## src/verilog/eeestp_pkg.sv

```systemverilog
package eeestp_pkg;
  localparam int unsigned ADDR_W = 16;
  localparam int unsigned DATA_W = 16;
  localparam int unsigned STEP_W = 10;

  // register offsets
  localparam logic [15:0] OFS_STEP_TWO   = 16'h04d5;
  localparam logic [15:0] OFS_STEP_THREE = 16'h04d6;
  localparam logic [15:0] OFS_STEP_FOUR  = 16'h04d7;
  localparam logic [15:0] OFS_PCS_CTRL   = 16'h1000;
  localparam logic [15:0] OFS_PCS_STAT   = 16'h1001;
  localparam logic [15:0] OFS_EEE_CAP    = 16'h1014;
  localparam logic [15:0] OFS_WAKE_CNT   = 16'h1016;

  // reset values
  localparam logic [9:0]  RST_STEP_TWO   = 10'h2f1;
  localparam logic [9:0]  RST_STEP_THREE = 10'h171;
  localparam logic [9:0]  RST_STEP_FOUR  = 10'h171;
  localparam logic [15:0] RST_PCS_CTRL   = 16'h0000;
  localparam logic [15:0] RST_PCS_STAT   = 16'h0040;
  localparam logic [15:0] VAL_EEE_CAP    = 16'h0002;
  localparam logic [15:0] RST_WAKE_CNT   = 16'h0000;

  // step word field positions
  localparam int unsigned POS_PROP_HI = 9;
  localparam int unsigned POS_PROP_LO = 7;
  localparam int unsigned POS_FREQ_HI = 6;
  localparam int unsigned POS_FREQ_LO = 4;
  localparam int unsigned POS_ERR_HI  = 3;
  localparam int unsigned POS_ERR_LO  = 2;
  localparam int unsigned POS_EQU     = 1;
  localparam int unsigned POS_GAIN    = 0;

  // pcs control / status bit positions
  localparam int unsigned POS_SOFT_CLEAR  = 15;
  localparam int unsigned POS_RX_CLK_STOP = 10;
  localparam int unsigned POS_TX_LPI_SEEN = 11;
  localparam int unsigned POS_RX_LPI_SEEN = 10;
  localparam int unsigned POS_TX_LPI_NOW  = 9;
  localparam int unsigned POS_RX_LPI_NOW  = 8;
  localparam int unsigned POS_TX_CLK_STOP = 6;
endpackage

```

## src/verilog/eeestp_regs.sv

```systemverilog
`timescale 1ns/1ps
`default_nettype none
// Notes on behaviour
// RULE1: writing one to control bit 15 clears pcs space, then bit self-clears.
// RULE2: soft clear leaves vendor registers, the dsp step words, untouched.
// RULE3: control bit 10, default zero, permits stopping receive clock in idle.
// RULE4: status bit 11 latches one once transmit side saw low-power idle.
// RULE5: status bit 10 latches one once receive side saw low-power idle.
// RULE6: status bit 9 shows live transmit low-power idle.
// RULE7: status bit 8 shows live receive low-power idle.
// RULE8: status bit 6 reads one; status resets to 0x40.
// RULE9: step two word fields, defaults 0x2f1, top six bits read zero.
// RULE10: step three word same layout, default 0x171.
// RULE11: step four word same as step three, at next address.
// RULE12: capability register reads 0x2.
// RULE13: capability bit 1 one for fast rate, bit 2 zero.
// RULE14: soft clear also zeroes the wake fault counter.
// RULE15: step fields go to the receive dsp unchanged.
// RULE16: reserved bits ignore writes and read zero.
module eeestp_regs
  import eeestp_pkg::*;
(
  input  wire logic                      CLK_SYS,
  input  wire logic                      RESETN,
  input  wire logic                      CE,
  input  wire logic [eeestp_pkg::ADDR_W-1:0] REG_ADDR,
  input  wire logic                      REG_WR,
  input  wire logic [eeestp_pkg::DATA_W-1:0] REG_WDATA,
  input  wire logic                      REG_RD,
  output logic      [eeestp_pkg::DATA_W-1:0] REG_RDATA,
  output logic                           REG_RVALID,
  input  wire logic                      TX_LPI_ACTIVE,
  input  wire logic                      RX_LPI_ACTIVE,
  input  wire logic                      WAKE_FAULT,
  output logic                           RX_CLK_STOP_OK,
  output logic                           PCS_SOFT_CLEAR,
  output logic      [2:0]                STEP_TWO_PROP_GAIN,
  output logic      [2:0]                STEP_TWO_FREQ_GAIN,
  output logic      [1:0]                STEP_TWO_ERR_EST,
  output logic                           STEP_TWO_EQUALIZER,
  output logic                           STEP_TWO_GAIN_CTRL,
  output logic      [2:0]                STEP_THREE_PROP_GAIN,
  output logic      [2:0]                STEP_THREE_FREQ_GAIN,
  output logic      [1:0]                STEP_THREE_ERR_EST,
  output logic                           STEP_THREE_EQUALIZER,
  output logic                           STEP_THREE_GAIN_CTRL,
  output logic      [2:0]                STEP_FOUR_PROP_GAIN,
  output logic      [2:0]                STEP_FOUR_FREQ_GAIN,
  output logic      [1:0]                STEP_FOUR_ERR_EST,
  output logic                           STEP_FOUR_EQUALIZER,
  output logic                           STEP_FOUR_GAIN_CTRL
);
  import eeestp_pkg::*;

  typedef struct packed {
    logic              clk_stop_ok;
    logic              soft_pend;
    logic              tx_lpi_seen;
    logic              rx_lpi_seen;
    logic              tx_lpi_now;
    logic              rx_lpi_now;
    logic [DATA_W-1:0] rdata;
    logic              rvalid;
  } eeestp_top_s;

  eeestp_top_s st_reg;
  eeestp_top_s st_next;

  logic [STEP_W-1:0] step_two;
  logic [STEP_W-1:0] step_three;
  logic [STEP_W-1:0] step_four;
  logic [DATA_W-1:0] wake_count;
  logic              wr_two;
  logic              wr_three;
  logic              wr_four;
  logic              wr_ctrl;
  logic              rd_stat;
  logic              rd_wake;

  function automatic logic hit(input logic [ADDR_W-1:0] a, input logic [15:0] ofs);
    hit = (a == ofs);
  endfunction

  function automatic logic [DATA_W-1:0] step_word(input logic [STEP_W-1:0] w);
    step_word = {{(DATA_W-STEP_W){1'b0}}, w};
  endfunction

  assign wr_two   = REG_WR && hit(REG_ADDR, OFS_STEP_TWO);
  assign wr_three = REG_WR && hit(REG_ADDR, OFS_STEP_THREE);
  assign wr_four  = REG_WR && hit(REG_ADDR, OFS_STEP_FOUR);
  assign wr_ctrl  = REG_WR && hit(REG_ADDR, OFS_PCS_CTRL);
  assign rd_stat  = REG_RD && hit(REG_ADDR, OFS_PCS_STAT);
  assign rd_wake  = REG_RD && hit(REG_ADDR, OFS_WAKE_CNT);

  // RULE2: no soft clear input
  // RULE9: step two word
  eeestp_step_cfg #(.RESET_VAL(RST_STEP_TWO)) u_step_two (
    .clk    (CLK_SYS),
    .resetn (RESETN),
    .ce     (CE),
    .wr_en  (wr_two),
    .wdata  (REG_WDATA[STEP_W-1:0]),
    .word   (step_two)
  );

  // RULE10: step three word
  eeestp_step_cfg #(.RESET_VAL(RST_STEP_THREE)) u_step_three (
    .clk    (CLK_SYS),
    .resetn (RESETN),
    .ce     (CE),
    .wr_en  (wr_three),
    .wdata  (REG_WDATA[STEP_W-1:0]),
    .word   (step_three)
  );

  // RULE11: step four word, next address
  eeestp_step_cfg #(.RESET_VAL(RST_STEP_FOUR)) u_step_four (
    .clk    (CLK_SYS),
    .resetn (RESETN),
    .ce     (CE),
    .wr_en  (wr_four),
    .wdata  (REG_WDATA[STEP_W-1:0]),
    .word   (step_four)
  );

  // RULE14: counter cleared by soft clear
  eeestp_wake_cnt #(.CNT_W(DATA_W)) u_wake_cnt (
    .clk      (CLK_SYS),
    .resetn   (RESETN),
    .ce       (CE),
    .inc      (WAKE_FAULT),
    .rd_clr   (rd_wake),
    .soft_clr (st_reg.soft_pend),
    .count    (wake_count)
  );

  always_comb begin
    st_next        = st_reg;
    st_next.rvalid = REG_RD;
    st_next.rdata  = '0;
    // RULE6: live transmit idle
    st_next.tx_lpi_now = TX_LPI_ACTIVE;
    // RULE7: live receive idle
    st_next.rx_lpi_now = RX_LPI_ACTIVE;
    // RULE4: latched, read clears, new event wins
    st_next.tx_lpi_seen = (st_reg.tx_lpi_seen && !rd_stat) || st_reg.tx_lpi_now;
    // RULE5: latched, read clears, new event wins
    st_next.rx_lpi_seen = (st_reg.rx_lpi_seen && !rd_stat) || st_reg.rx_lpi_now;
    // RULE3: clock stop permission bit
    if (wr_ctrl) begin
      st_next.clk_stop_ok = REG_WDATA[POS_RX_CLK_STOP];
    end
    // RULE1: soft clear request, self-clearing
    st_next.soft_pend = wr_ctrl && REG_WDATA[POS_SOFT_CLEAR];
    if (st_reg.soft_pend) begin
      st_next.clk_stop_ok = RST_PCS_CTRL[POS_RX_CLK_STOP];
      st_next.tx_lpi_seen = RST_PCS_STAT[POS_TX_LPI_SEEN];
      st_next.rx_lpi_seen = RST_PCS_STAT[POS_RX_LPI_SEEN];
    end
    // RULE16: reserved bits read zero
    if (REG_RD) begin
      case (REG_ADDR)
        // RULE15: step words read back as stored
        OFS_STEP_TWO:   st_next.rdata = step_word(step_two);
        OFS_STEP_THREE: st_next.rdata = step_word(step_three);
        OFS_STEP_FOUR:  st_next.rdata = step_word(step_four);
        OFS_PCS_CTRL: begin
          st_next.rdata[POS_SOFT_CLEAR]  = st_reg.soft_pend;
          st_next.rdata[POS_RX_CLK_STOP] = st_reg.clk_stop_ok;
        end
        OFS_PCS_STAT: begin
          st_next.rdata[POS_TX_LPI_SEEN] = st_reg.tx_lpi_seen;
          st_next.rdata[POS_RX_LPI_SEEN] = st_reg.rx_lpi_seen;
          st_next.rdata[POS_TX_LPI_NOW]  = st_reg.tx_lpi_now;
          st_next.rdata[POS_RX_LPI_NOW]  = st_reg.rx_lpi_now;
          // RULE8: mac may stop tx clock
          st_next.rdata[POS_TX_CLK_STOP] = RST_PCS_STAT[POS_TX_CLK_STOP];
        end
        // RULE12: fixed capability value
        // RULE13: fast rate supported, gigabit not
        OFS_EEE_CAP:  st_next.rdata = VAL_EEE_CAP;
        OFS_WAKE_CNT: st_next.rdata = wake_count;
        default:      st_next.rdata = '0;
      endcase
    end
  end

  always_ff @(posedge CLK_SYS) begin
    if (!RESETN) begin
      st_reg.clk_stop_ok <= RST_PCS_CTRL[POS_RX_CLK_STOP];
      st_reg.soft_pend   <= 1'b0;
      st_reg.tx_lpi_seen <= RST_PCS_STAT[POS_TX_LPI_SEEN];
      st_reg.rx_lpi_seen <= RST_PCS_STAT[POS_RX_LPI_SEEN];
      st_reg.tx_lpi_now  <= RST_PCS_STAT[POS_TX_LPI_NOW];
      st_reg.rx_lpi_now  <= RST_PCS_STAT[POS_RX_LPI_NOW];
      st_reg.rdata       <= '0;
      st_reg.rvalid      <= 1'b0;
    end else if (CE) begin
      st_reg <= st_next;
    end
  end

  assign REG_RDATA      = st_reg.rdata;
  assign REG_RVALID     = st_reg.rvalid;
  assign RX_CLK_STOP_OK = st_reg.clk_stop_ok;
  // RULE1: pulse clears the rest of the pcs space
  assign PCS_SOFT_CLEAR = st_reg.soft_pend;

  // RULE15: opaque fields to the dsp
  assign STEP_TWO_PROP_GAIN   = step_two[POS_PROP_HI:POS_PROP_LO];
  assign STEP_TWO_FREQ_GAIN   = step_two[POS_FREQ_HI:POS_FREQ_LO];
  assign STEP_TWO_ERR_EST     = step_two[POS_ERR_HI:POS_ERR_LO];
  assign STEP_TWO_EQUALIZER   = step_two[POS_EQU];
  assign STEP_TWO_GAIN_CTRL   = step_two[POS_GAIN];
  assign STEP_THREE_PROP_GAIN = step_three[POS_PROP_HI:POS_PROP_LO];
  assign STEP_THREE_FREQ_GAIN = step_three[POS_FREQ_HI:POS_FREQ_LO];
  assign STEP_THREE_ERR_EST   = step_three[POS_ERR_HI:POS_ERR_LO];
  assign STEP_THREE_EQUALIZER = step_three[POS_EQU];
  assign STEP_THREE_GAIN_CTRL = step_three[POS_GAIN];
  assign STEP_FOUR_PROP_GAIN  = step_four[POS_PROP_HI:POS_PROP_LO];
  assign STEP_FOUR_FREQ_GAIN  = step_four[POS_FREQ_HI:POS_FREQ_LO];
  assign STEP_FOUR_ERR_EST    = step_four[POS_ERR_HI:POS_ERR_LO];
  assign STEP_FOUR_EQUALIZER  = step_four[POS_EQU];
  assign STEP_FOUR_GAIN_CTRL  = step_four[POS_GAIN];
endmodule
`default_nettype wire

```

## src/verilog/eeestp_step_cfg.sv

```systemverilog
`timescale 1ns/1ps
`default_nettype none
module eeestp_step_cfg #(
  parameter logic [9:0] RESET_VAL = 10'h000
) (
  input  wire logic       clk,
  input  wire logic       resetn,
  input  wire logic       ce,
  input  wire logic       wr_en,
  input  wire logic [9:0] wdata,
  output logic      [9:0] word
);
  typedef struct packed {
    logic [9:0] word;
  } eeestp_step_s;

  eeestp_step_s st_reg;
  eeestp_step_s st_next;

  always_comb begin
    st_next = st_reg;
    if (wr_en) begin
      st_next.word = wdata;
    end
  end

  // pcs soft clear is not wired here: vendor space keeps its value
  always_ff @(posedge clk) begin
    if (!resetn) begin
      st_reg.word <= RESET_VAL;
    end else if (ce) begin
      st_reg <= st_next;
    end
  end

  assign word = st_reg.word;
endmodule
`default_nettype wire

```

## src/verilog/eeestp_wake_cnt.sv

```systemverilog
`timescale 1ns/1ps
`default_nettype none
module eeestp_wake_cnt #(
  parameter int unsigned CNT_W = 16
) (
  input  wire logic             clk,
  input  wire logic             resetn,
  input  wire logic             ce,
  input  wire logic             inc,
  input  wire logic             rd_clr,
  input  wire logic             soft_clr,
  output logic      [CNT_W-1:0] count
);
  typedef struct packed {
    logic [CNT_W-1:0] count;
  } eeestp_cnt_s;

  eeestp_cnt_s st_reg;
  eeestp_cnt_s st_next;

  always_comb begin
    st_next = st_reg;
    if (soft_clr) begin
      st_next.count = '0;
    end else begin
      if (rd_clr) begin
        st_next.count = '0;
      end
      // new fault beats read clear; saturates at all ones
      if (inc && (st_next.count != {CNT_W{1'b1}})) begin
        st_next.count = st_next.count + CNT_W'(1);
      end
    end
  end

  always_ff @(posedge clk) begin
    if (!resetn) begin
      st_reg.count <= '0;
    end else if (ce) begin
      st_reg <= st_next;
    end
  end

  assign count = st_reg.count;
endmodule
`default_nettype wire

```

## config.mk

```make
export PLATFORM = sky130hd
export DESIGN_NAME = eeestp_regs
export DESIGN_NICKNAME = d
export VERILOG_FILES = /design/src/verilog/eeestp_pkg.sv /design/src/verilog/eeestp_regs.sv /design/src/verilog/eeestp_step_cfg.sv /design/src/verilog/eeestp_wake_cnt.sv
export SDC_FILE = /design/constraint.sdc
export NUM_CORES = 1
export LEC_CHECK = 0
export CAP_MARGIN = 30
export CORE_UTILIZATION = 35
export CTS_BUF_LIST = sky130_fd_sc_hd__clkbuf_4 sky130_fd_sc_hd__clkbuf_8 sky130_fd_sc_hd__clkbuf_16
export CTS_CLUSTER_SIZE = 10
export DETAILED_ROUTE_END_ITERATION = 10
export DONT_BUFFER_PORTS = 1
export HOLD_SLACK_MARGIN = 0.1
export PLACE_DENSITY_LB_ADDON = 0.3
export RECOVER_POWER = 50
export SKIP_LAST_GASP = 1
export SLEW_MARGIN = 20
export SYNTH_ARGS = -nofsm -noshare
export SYNTH_HDL_FRONTEND = slang
export SYNTH_SLANG_ARGS = --single-unit
```

## constraint.sdc

```tcl
create_clock -name CLK_SYS -period 4.1 [get_ports CLK_SYS]
set_input_delay 0.82 -clock CLK_SYS [delete_from_list [all_inputs] [get_ports CLK_SYS]]
set_output_delay 0.82 -clock CLK_SYS [all_outputs]
set_load 0.05 [all_outputs]
```

==> flow_metrics.py, run 1 <==
metrics = {
    "outcome": {
        "status": "finished with violations",
        "violations": "max-capacitance violations, max-slew violations",
    },
    "logic_synthesis": {
        "netlist_top_cells_area": "dfxtp_1, mux2i_1, nand2_1",
        "synth_area_leader_cell": "dfxtp_1",
        "synth_flop_cell": "dfxtp_1",
        "syn_area_sq_um": 3670,
        "ys_types": 58,
        "syn_inst": 422,
        "synth.most_common_cell": "dfxtp_1",
        "synth_nets": 463,
        "synth-seq-cells": 69,
        "synth.top_cells.by_count": "dfxtp_1, nand2_1, mux2i_1",
        "synth_edf_count": 0,
        "ys_warn_count": 0,
        "avgSynthCellArea_sq_um": 8.696,
        "synth_top_cell_area_share": 0.3764,
        "async_reset_ff_frac": 0,
        "ys_seq_area_frac": 0.3764,
    },
    "timing": {
        "period_minus_slack_ns": 3.220,
        "clock_skew_ns": 0.01347,
        "slew_headroom": -0.1031,
        "timing.fmax_mhz": 310.6,
        "setup_viol": 0,
        "min_period_over_period": 0.7853,
        "rsz0062_at_grt": "false",
        "hold_viol_final": 0,
        "worstMarginPinSlew_ns": 1.655,
        "tns_ns": 0,
        "slew_violations": 33,
    },
    "setup_path": {
        "cp-startpoint": "REG_ADDR[7]",
        "end_kind": "flop",
        "crit_family": "simple AND/OR/NAND/NOR gates",
        "crit_path_max_fanout": 8,
        "worst_ep_arrival_time_ns": 3.45,
        "timing.rr.start": "u_wake_cnt.count[0]",
        "slowest_stage": "or4_1",
        "start_kind": "input port",
        "cp_num_buf_inv": 0,
        "cp_slowest_stage_delay_ns": 0.51,
        "path_class": "in -> reg",
        "crit_chain": "nor4b_4 > and4_1 > nand2_1 > and2_1 > ha_1 > nand4_1 > nor4_4 > or4_1 > a21oi_1 > o22ai_1",
        "worstPathRequired_ns": 4.33,
    },
    "power_and_ir_drop": {
        "powerDensity_nw_per_um2": 360.3,
        "irDropWorstVdd_v": 0.0001642,
        "leakagePower_uw": 0.001343,
    },
    "global_route": {
        "grt.overflow.total": 0,
        "grt_max_degree": 34,
        "grt_pass1_wl_microns": 16230,
        "grt_pass1_vias": 3042,
        "grt_use_total": 0.1894,
        "antenna_found_initial": 0,
    },
    "clock_network": {
        "clk_pin_slew_ns": 0.08,
        "cts_root_buffer": "clkbuf_8",
        "post-cts-setup-buffers": 0,
        "cts.path.max_buffers": 2,
        "worstSkewPairLatency_ns": 0.35,
        "cts_inserted_buffers": 9,
        "h-tree-depth": 3,
        "clock-sinks": 69,
        "cts_resized": 0,
        "hold_buffers": 0,
        "cts_tree": "built",
    },
    "detailed_routing": {
        "finalWirelength_microns": 10130,
        "wl_per_cell_microns": 18.79,
        "first_pass_iters": 5,
        "vias_per_cell": 5.891,
        "drc": 0,
        "drt.antenna.violating_nets": 0,
        "num_vias": 3175,
        "drt_iter0_markers": 255,
    },
    "final_layout": {
        "multi_input_area_sq_um": 2017,
        "final_core_util": 0.3780,
        "syn2layout_area_growth_pct": 5.387,
        "ff_latch_area_sq_um": 1381,
        "drive_gt1_frac": 0.09429,
        "finalNetCount": 439,
        "fillers": 1056,
        "antenna_cells": 0,
    },
    "floorplan": {
        "core-area_sq_um": 10230,
        "die_y_microns": 104.4,
        "die_width_microns": 104.4,
        "design.die.area_sq_um": 10900,
        "ios": 89,
        "rows": 37,
        "start_util": 0.3587,
    },
    "placed_design": {
        "routabilityCongestion": 0.8626,
        "port_buffers": 0,
        "dp_hpwl_microns": 7132,
    },
    "run": {
        "max-cap-violations": 1,
    },
    "hold_path": {
        "hp-class": "reg -> reg",
        "hp-start": "st_reg[19]",
    },
}
through the flow:
stage	hold slack [ns]	setup slack [ns]	total power [uW]	cell area (sq um)	std cells
CTS	0.5221	0.9622	1409	3881	539
global placement	0.5081	0.6310	760.5	3650	523
floorplan	0.4168	0.9494	756.4	3670	422
detailed placement	0.5101	0.5943	761.8	3650	523
global route	0.5213	0.7312	1445	3867	539
finish	0.5287	0.8801	1394	3867	539
final cells by class:
type / count / share of cell area
tap: 136 / 0.04400
clock buffer: 10 / 0.03559
clock inverter: 6 / 0.02426
timing repair buffer: 5 / 0.007764
multi-input combinational: 303 / 0.5215
inverter: 10 / 0.009706
sequential: 69 / 0.3572
power breakdown:
group / leakage [uW] / switching, uW / total (uW) / internal [uW]
Clock: 0.000113 / 284 / 647 / 363
Combinational: 0.000672 / 37.2 / 59.7 / 22.4
Sequential: 0.000558 / 11.5 / 687 / 675
worst paths after layout:
path | slack [ns] | cells after the start | end
max | 0.88 | 10 | u_wake_cnt.count[5]
min | 0.53 | 1 | st_reg[19]
max reg2reg | 1.67 | 8 | u_wake_cnt.count[0]
min reg2reg | 0.53 | 1 | st_reg[19]
metal layers:
layer  up-vias  GRT usage  part of all wire
li1       1499          -                 -
met1      1523     0.2443              0.43
met2       137     0.2990              0.45
met3        16    0.06328              0.10
met4         0    0.05408             0.012
met5         -          0                 0
cell usage in the layout, fill, tap and decap left out, types with 3 or more instances in the layout:
| master | instances |
|---|---|
| nor3_1 | 6 |
| clkbuf_8 | 10 |
| inv_1 | 10 |
| a31oi_1 | 11 |
| mux2i_1 | 37 |
| nand4_1 | 7 |
| o21ai_0 | 15 |
| a211oi_1 | 3 |
| and3_1 | 5 |
| a2bb2oi_1 | 4 |
| dfxtp_1 | 69 |
| o2bb2ai_1 | 10 |
| nor2_1 | 29 |
| mux2_2 | 7 |
| nand2_1 | 55 |
| nor4_1 | 9 |
| and2_1 | 8 |
| a21oi_1 | 20 |
| nand3_1 | 17 |
| nor2b_1 | 3 |
| buf_4 | 3 |
| o31ai_1 | 3 |
| a22oi_1 | 11 |
kinds of logic (layout without fill, tap and decap cells):
group           Yosys count  count (layout)  synth area share
simple gates            162             162            0.2404
fa+ha+maj                 1               1          0.003409
compound gates           96              96            0.1817
flops                    69              69            0.3764
mux                      44              44            0.1224
buf+inv                  50              31           0.07569
(Power assumes the default switching activity.)
==> run 2, diff against run 1 <==
Clock period 4.1 ns to 2.7 ns, I/O delays scaled along.
==> run 2 against run 1 <==
  * The run now ends clean
  * Sequential power up 51%
  * Utilization grew 0.78 points
  * Critical path type unchanged
  * Combinational power grew 60%
  * Clock power rose by 38%
  * Setup slack got worse by 0.56 ns
==> flow_metrics.py, run 2 (synthesis results as in run 1) <==
metrics = {
    "placed_design": {
        "dp_hpwl_microns": 7219,
        "place_area_sq_um": 3755,
        "port_buffers": 0,
        "routabilityCongestion": 0.8568,
    },
    "detailed_routing": {
        "drc": 0,
        "finalWirelength_microns": 10010,
        "drt_iter0_markers": 233,
        "wl_per_cell_microns": 18.23,
        "drt.antenna.violating_nets": 0,
        "vias_per_cell": 5.885,
        "first_pass_iters": 5,
        "highest_layer": "met4",
        "wl_met1_microns": 4429,
        "num_vias": 3231,
        "wl_met2_microns": 4609,
        "wl_met3_microns": 897,
    },
    "final_layout": {
        "antenna_cells": 0,
        "mostFrequentLayoutCell": "dfxtp_1",
        "most-common-layout-cells": "dfxtp_1, nand2_1, mux2i_1",
        "syn2layout_area_growth_pct": 7.569,
        "stdcell_area_sq_um": 3948,
        "finalNetCount": 449,
        "drive_gt1_frac": 0.1283,
        "final_core_util": 0.3858,
    },
    "clock_network": {
        "cts_root_buffer": "clkbuf_8",
        "cts_resized": 0,
        "cts_tree": "built",
        "hold_buffers": 0,
        "cts.path.max_buffers": 2,
        "worstSkewPairLatency_ns": 0.36,
        "post-cts-setup-buffers": 0,
        "cts_inserted_buffers": 9,
        "h-tree-depth": 3,
        "clock-sinks": 69,
        "clk_pin_slew_ns": 0.09,
    },
    "hold_path": {
        "hold_path_depth": 1,
        "hp-class": "in -> reg",
    },
    "timing": {
        "slew_violations": 0,
        "rsz0062_at_grt": "false",
        "min_period_over_period": 0.8826,
        "clock_skew_ns": 0.01096,
        "timing.fmax_mhz": 419.6,
        "period_minus_slack_ns": 2.383,
        "worstMarginPinSlew_ns": 0.8722,
        "slew_headroom": 0.4185,
        "hold_viol_final": 0,
        "setup_viol": 0,
        "tns_ns": 0,
    },
    "floorplan": {
        "die_y_microns": 104.4,
        "rows": 37,
        "start_util": 0.3587,
        "core-area_sq_um": 10230,
        "design.die.area_sq_um": 10900,
        "ios": 89,
        "die_width_microns": 104.4,
    },
    "global_route": {
        "grt_pass1_wl_microns": 16610,
        "grt.overflow.total": 0,
        "grt_use_total": 0.1920,
        "antenna_found_initial": 0,
        "grt_max_degree": 34,
        "grt_pass1_vias": 3127,
    },
    "setup_path": {
        "start_kind": "input port",
        "worst_ep_arrival_time_ns": 2.63,
        "worstPathRequired_ns": 2.95,
        "rrSetupSlack_ns": 0.61,
        "end_kind": "flop",
        "path_class": "in -> reg",
        "r2r_cells": 8,
        "crit_path_max_fanout": 6,
    },
    "power_and_ir_drop": {
        "power_uw": 2032,
        "irDropWorstVdd_v": 0.0003019,
        "leakagePower_uw": 0.001382,
        "powerDensity_nw_per_um2": 514.8,
    },
    "outcome": {
        "status": "finished clean",
    },
    "run": {
        "max-cap-violations": 0,
    },
}
==> run 2: metrics by stage <==
step / instances / setup slack, ns / hold slack (ns)
after floorplan: 422 / -0.02312 / 0.4168
after global placement: 533 / 0.004956 / 0.5102
after detailed placement: 533 / -0.02893 / 0.5234
after CTS: 549 / 0.3432 / 0.2281
after global routing: 549 / 0.1182 / 0.2230
final: 549 / 0.3170 / 0.2509
==> run 2: area by class of cell <==
class / instances / area [sq um]
Sequential cell: 69 / 1381
Fill cell: 1036 / 6284
Inverter: 10 / 37.54
Multi-Input combinational cell: 303 / 2053
Timing Repair Buffer: 15 / 101.3
Tap cell: 136 / 170.2
Clock inverter: 7 / 80.08
Clock buffer: 9 / 123.9
==> run 2: worst paths after layout <==
check | start | end
min reg2reg | st_reg[20] | REG_RDATA[11]
min | RESETN | u_step_three.word[5]
max | REG_ADDR[15] | u_wake_cnt.count[11]
max reg2reg | u_wake_cnt.count[0] | u_wake_cnt.count[0]
==> run 2: layer usage <==
| metal | global-route usage | up-vias |
|---|---|---|
| met5 | 0 | - |
| met1 | 0.2426 | 1581 |
| met3 | 0.07832 | 6 |
| li1 | - | 1526 |
| met2 | 0.3046 | 118 |
| met4 | 0.04184 | 0 |
==> run 2: worst max-delay path, stage by stage <==
cell     delay (ns)
nor4b_1        0.28
and4_1         0.36
and2_4         0.20
nor2_4         0.04
ha_4           0.15
nand4_1        0.19
nor4_4         0.08
nor4_1         0.40
o31ai_1        0.11
mux2_2         0.27
==> run 2: power by group <==
group | switching (uW) | internal (uW) | total [uW]
Sequential | 17.2 | 1030 | 1040
Combinational | 58.5 | 37.0 | 95.5
Clock | 453 | 441 | 894
Total | 529 | 1500 | 2030
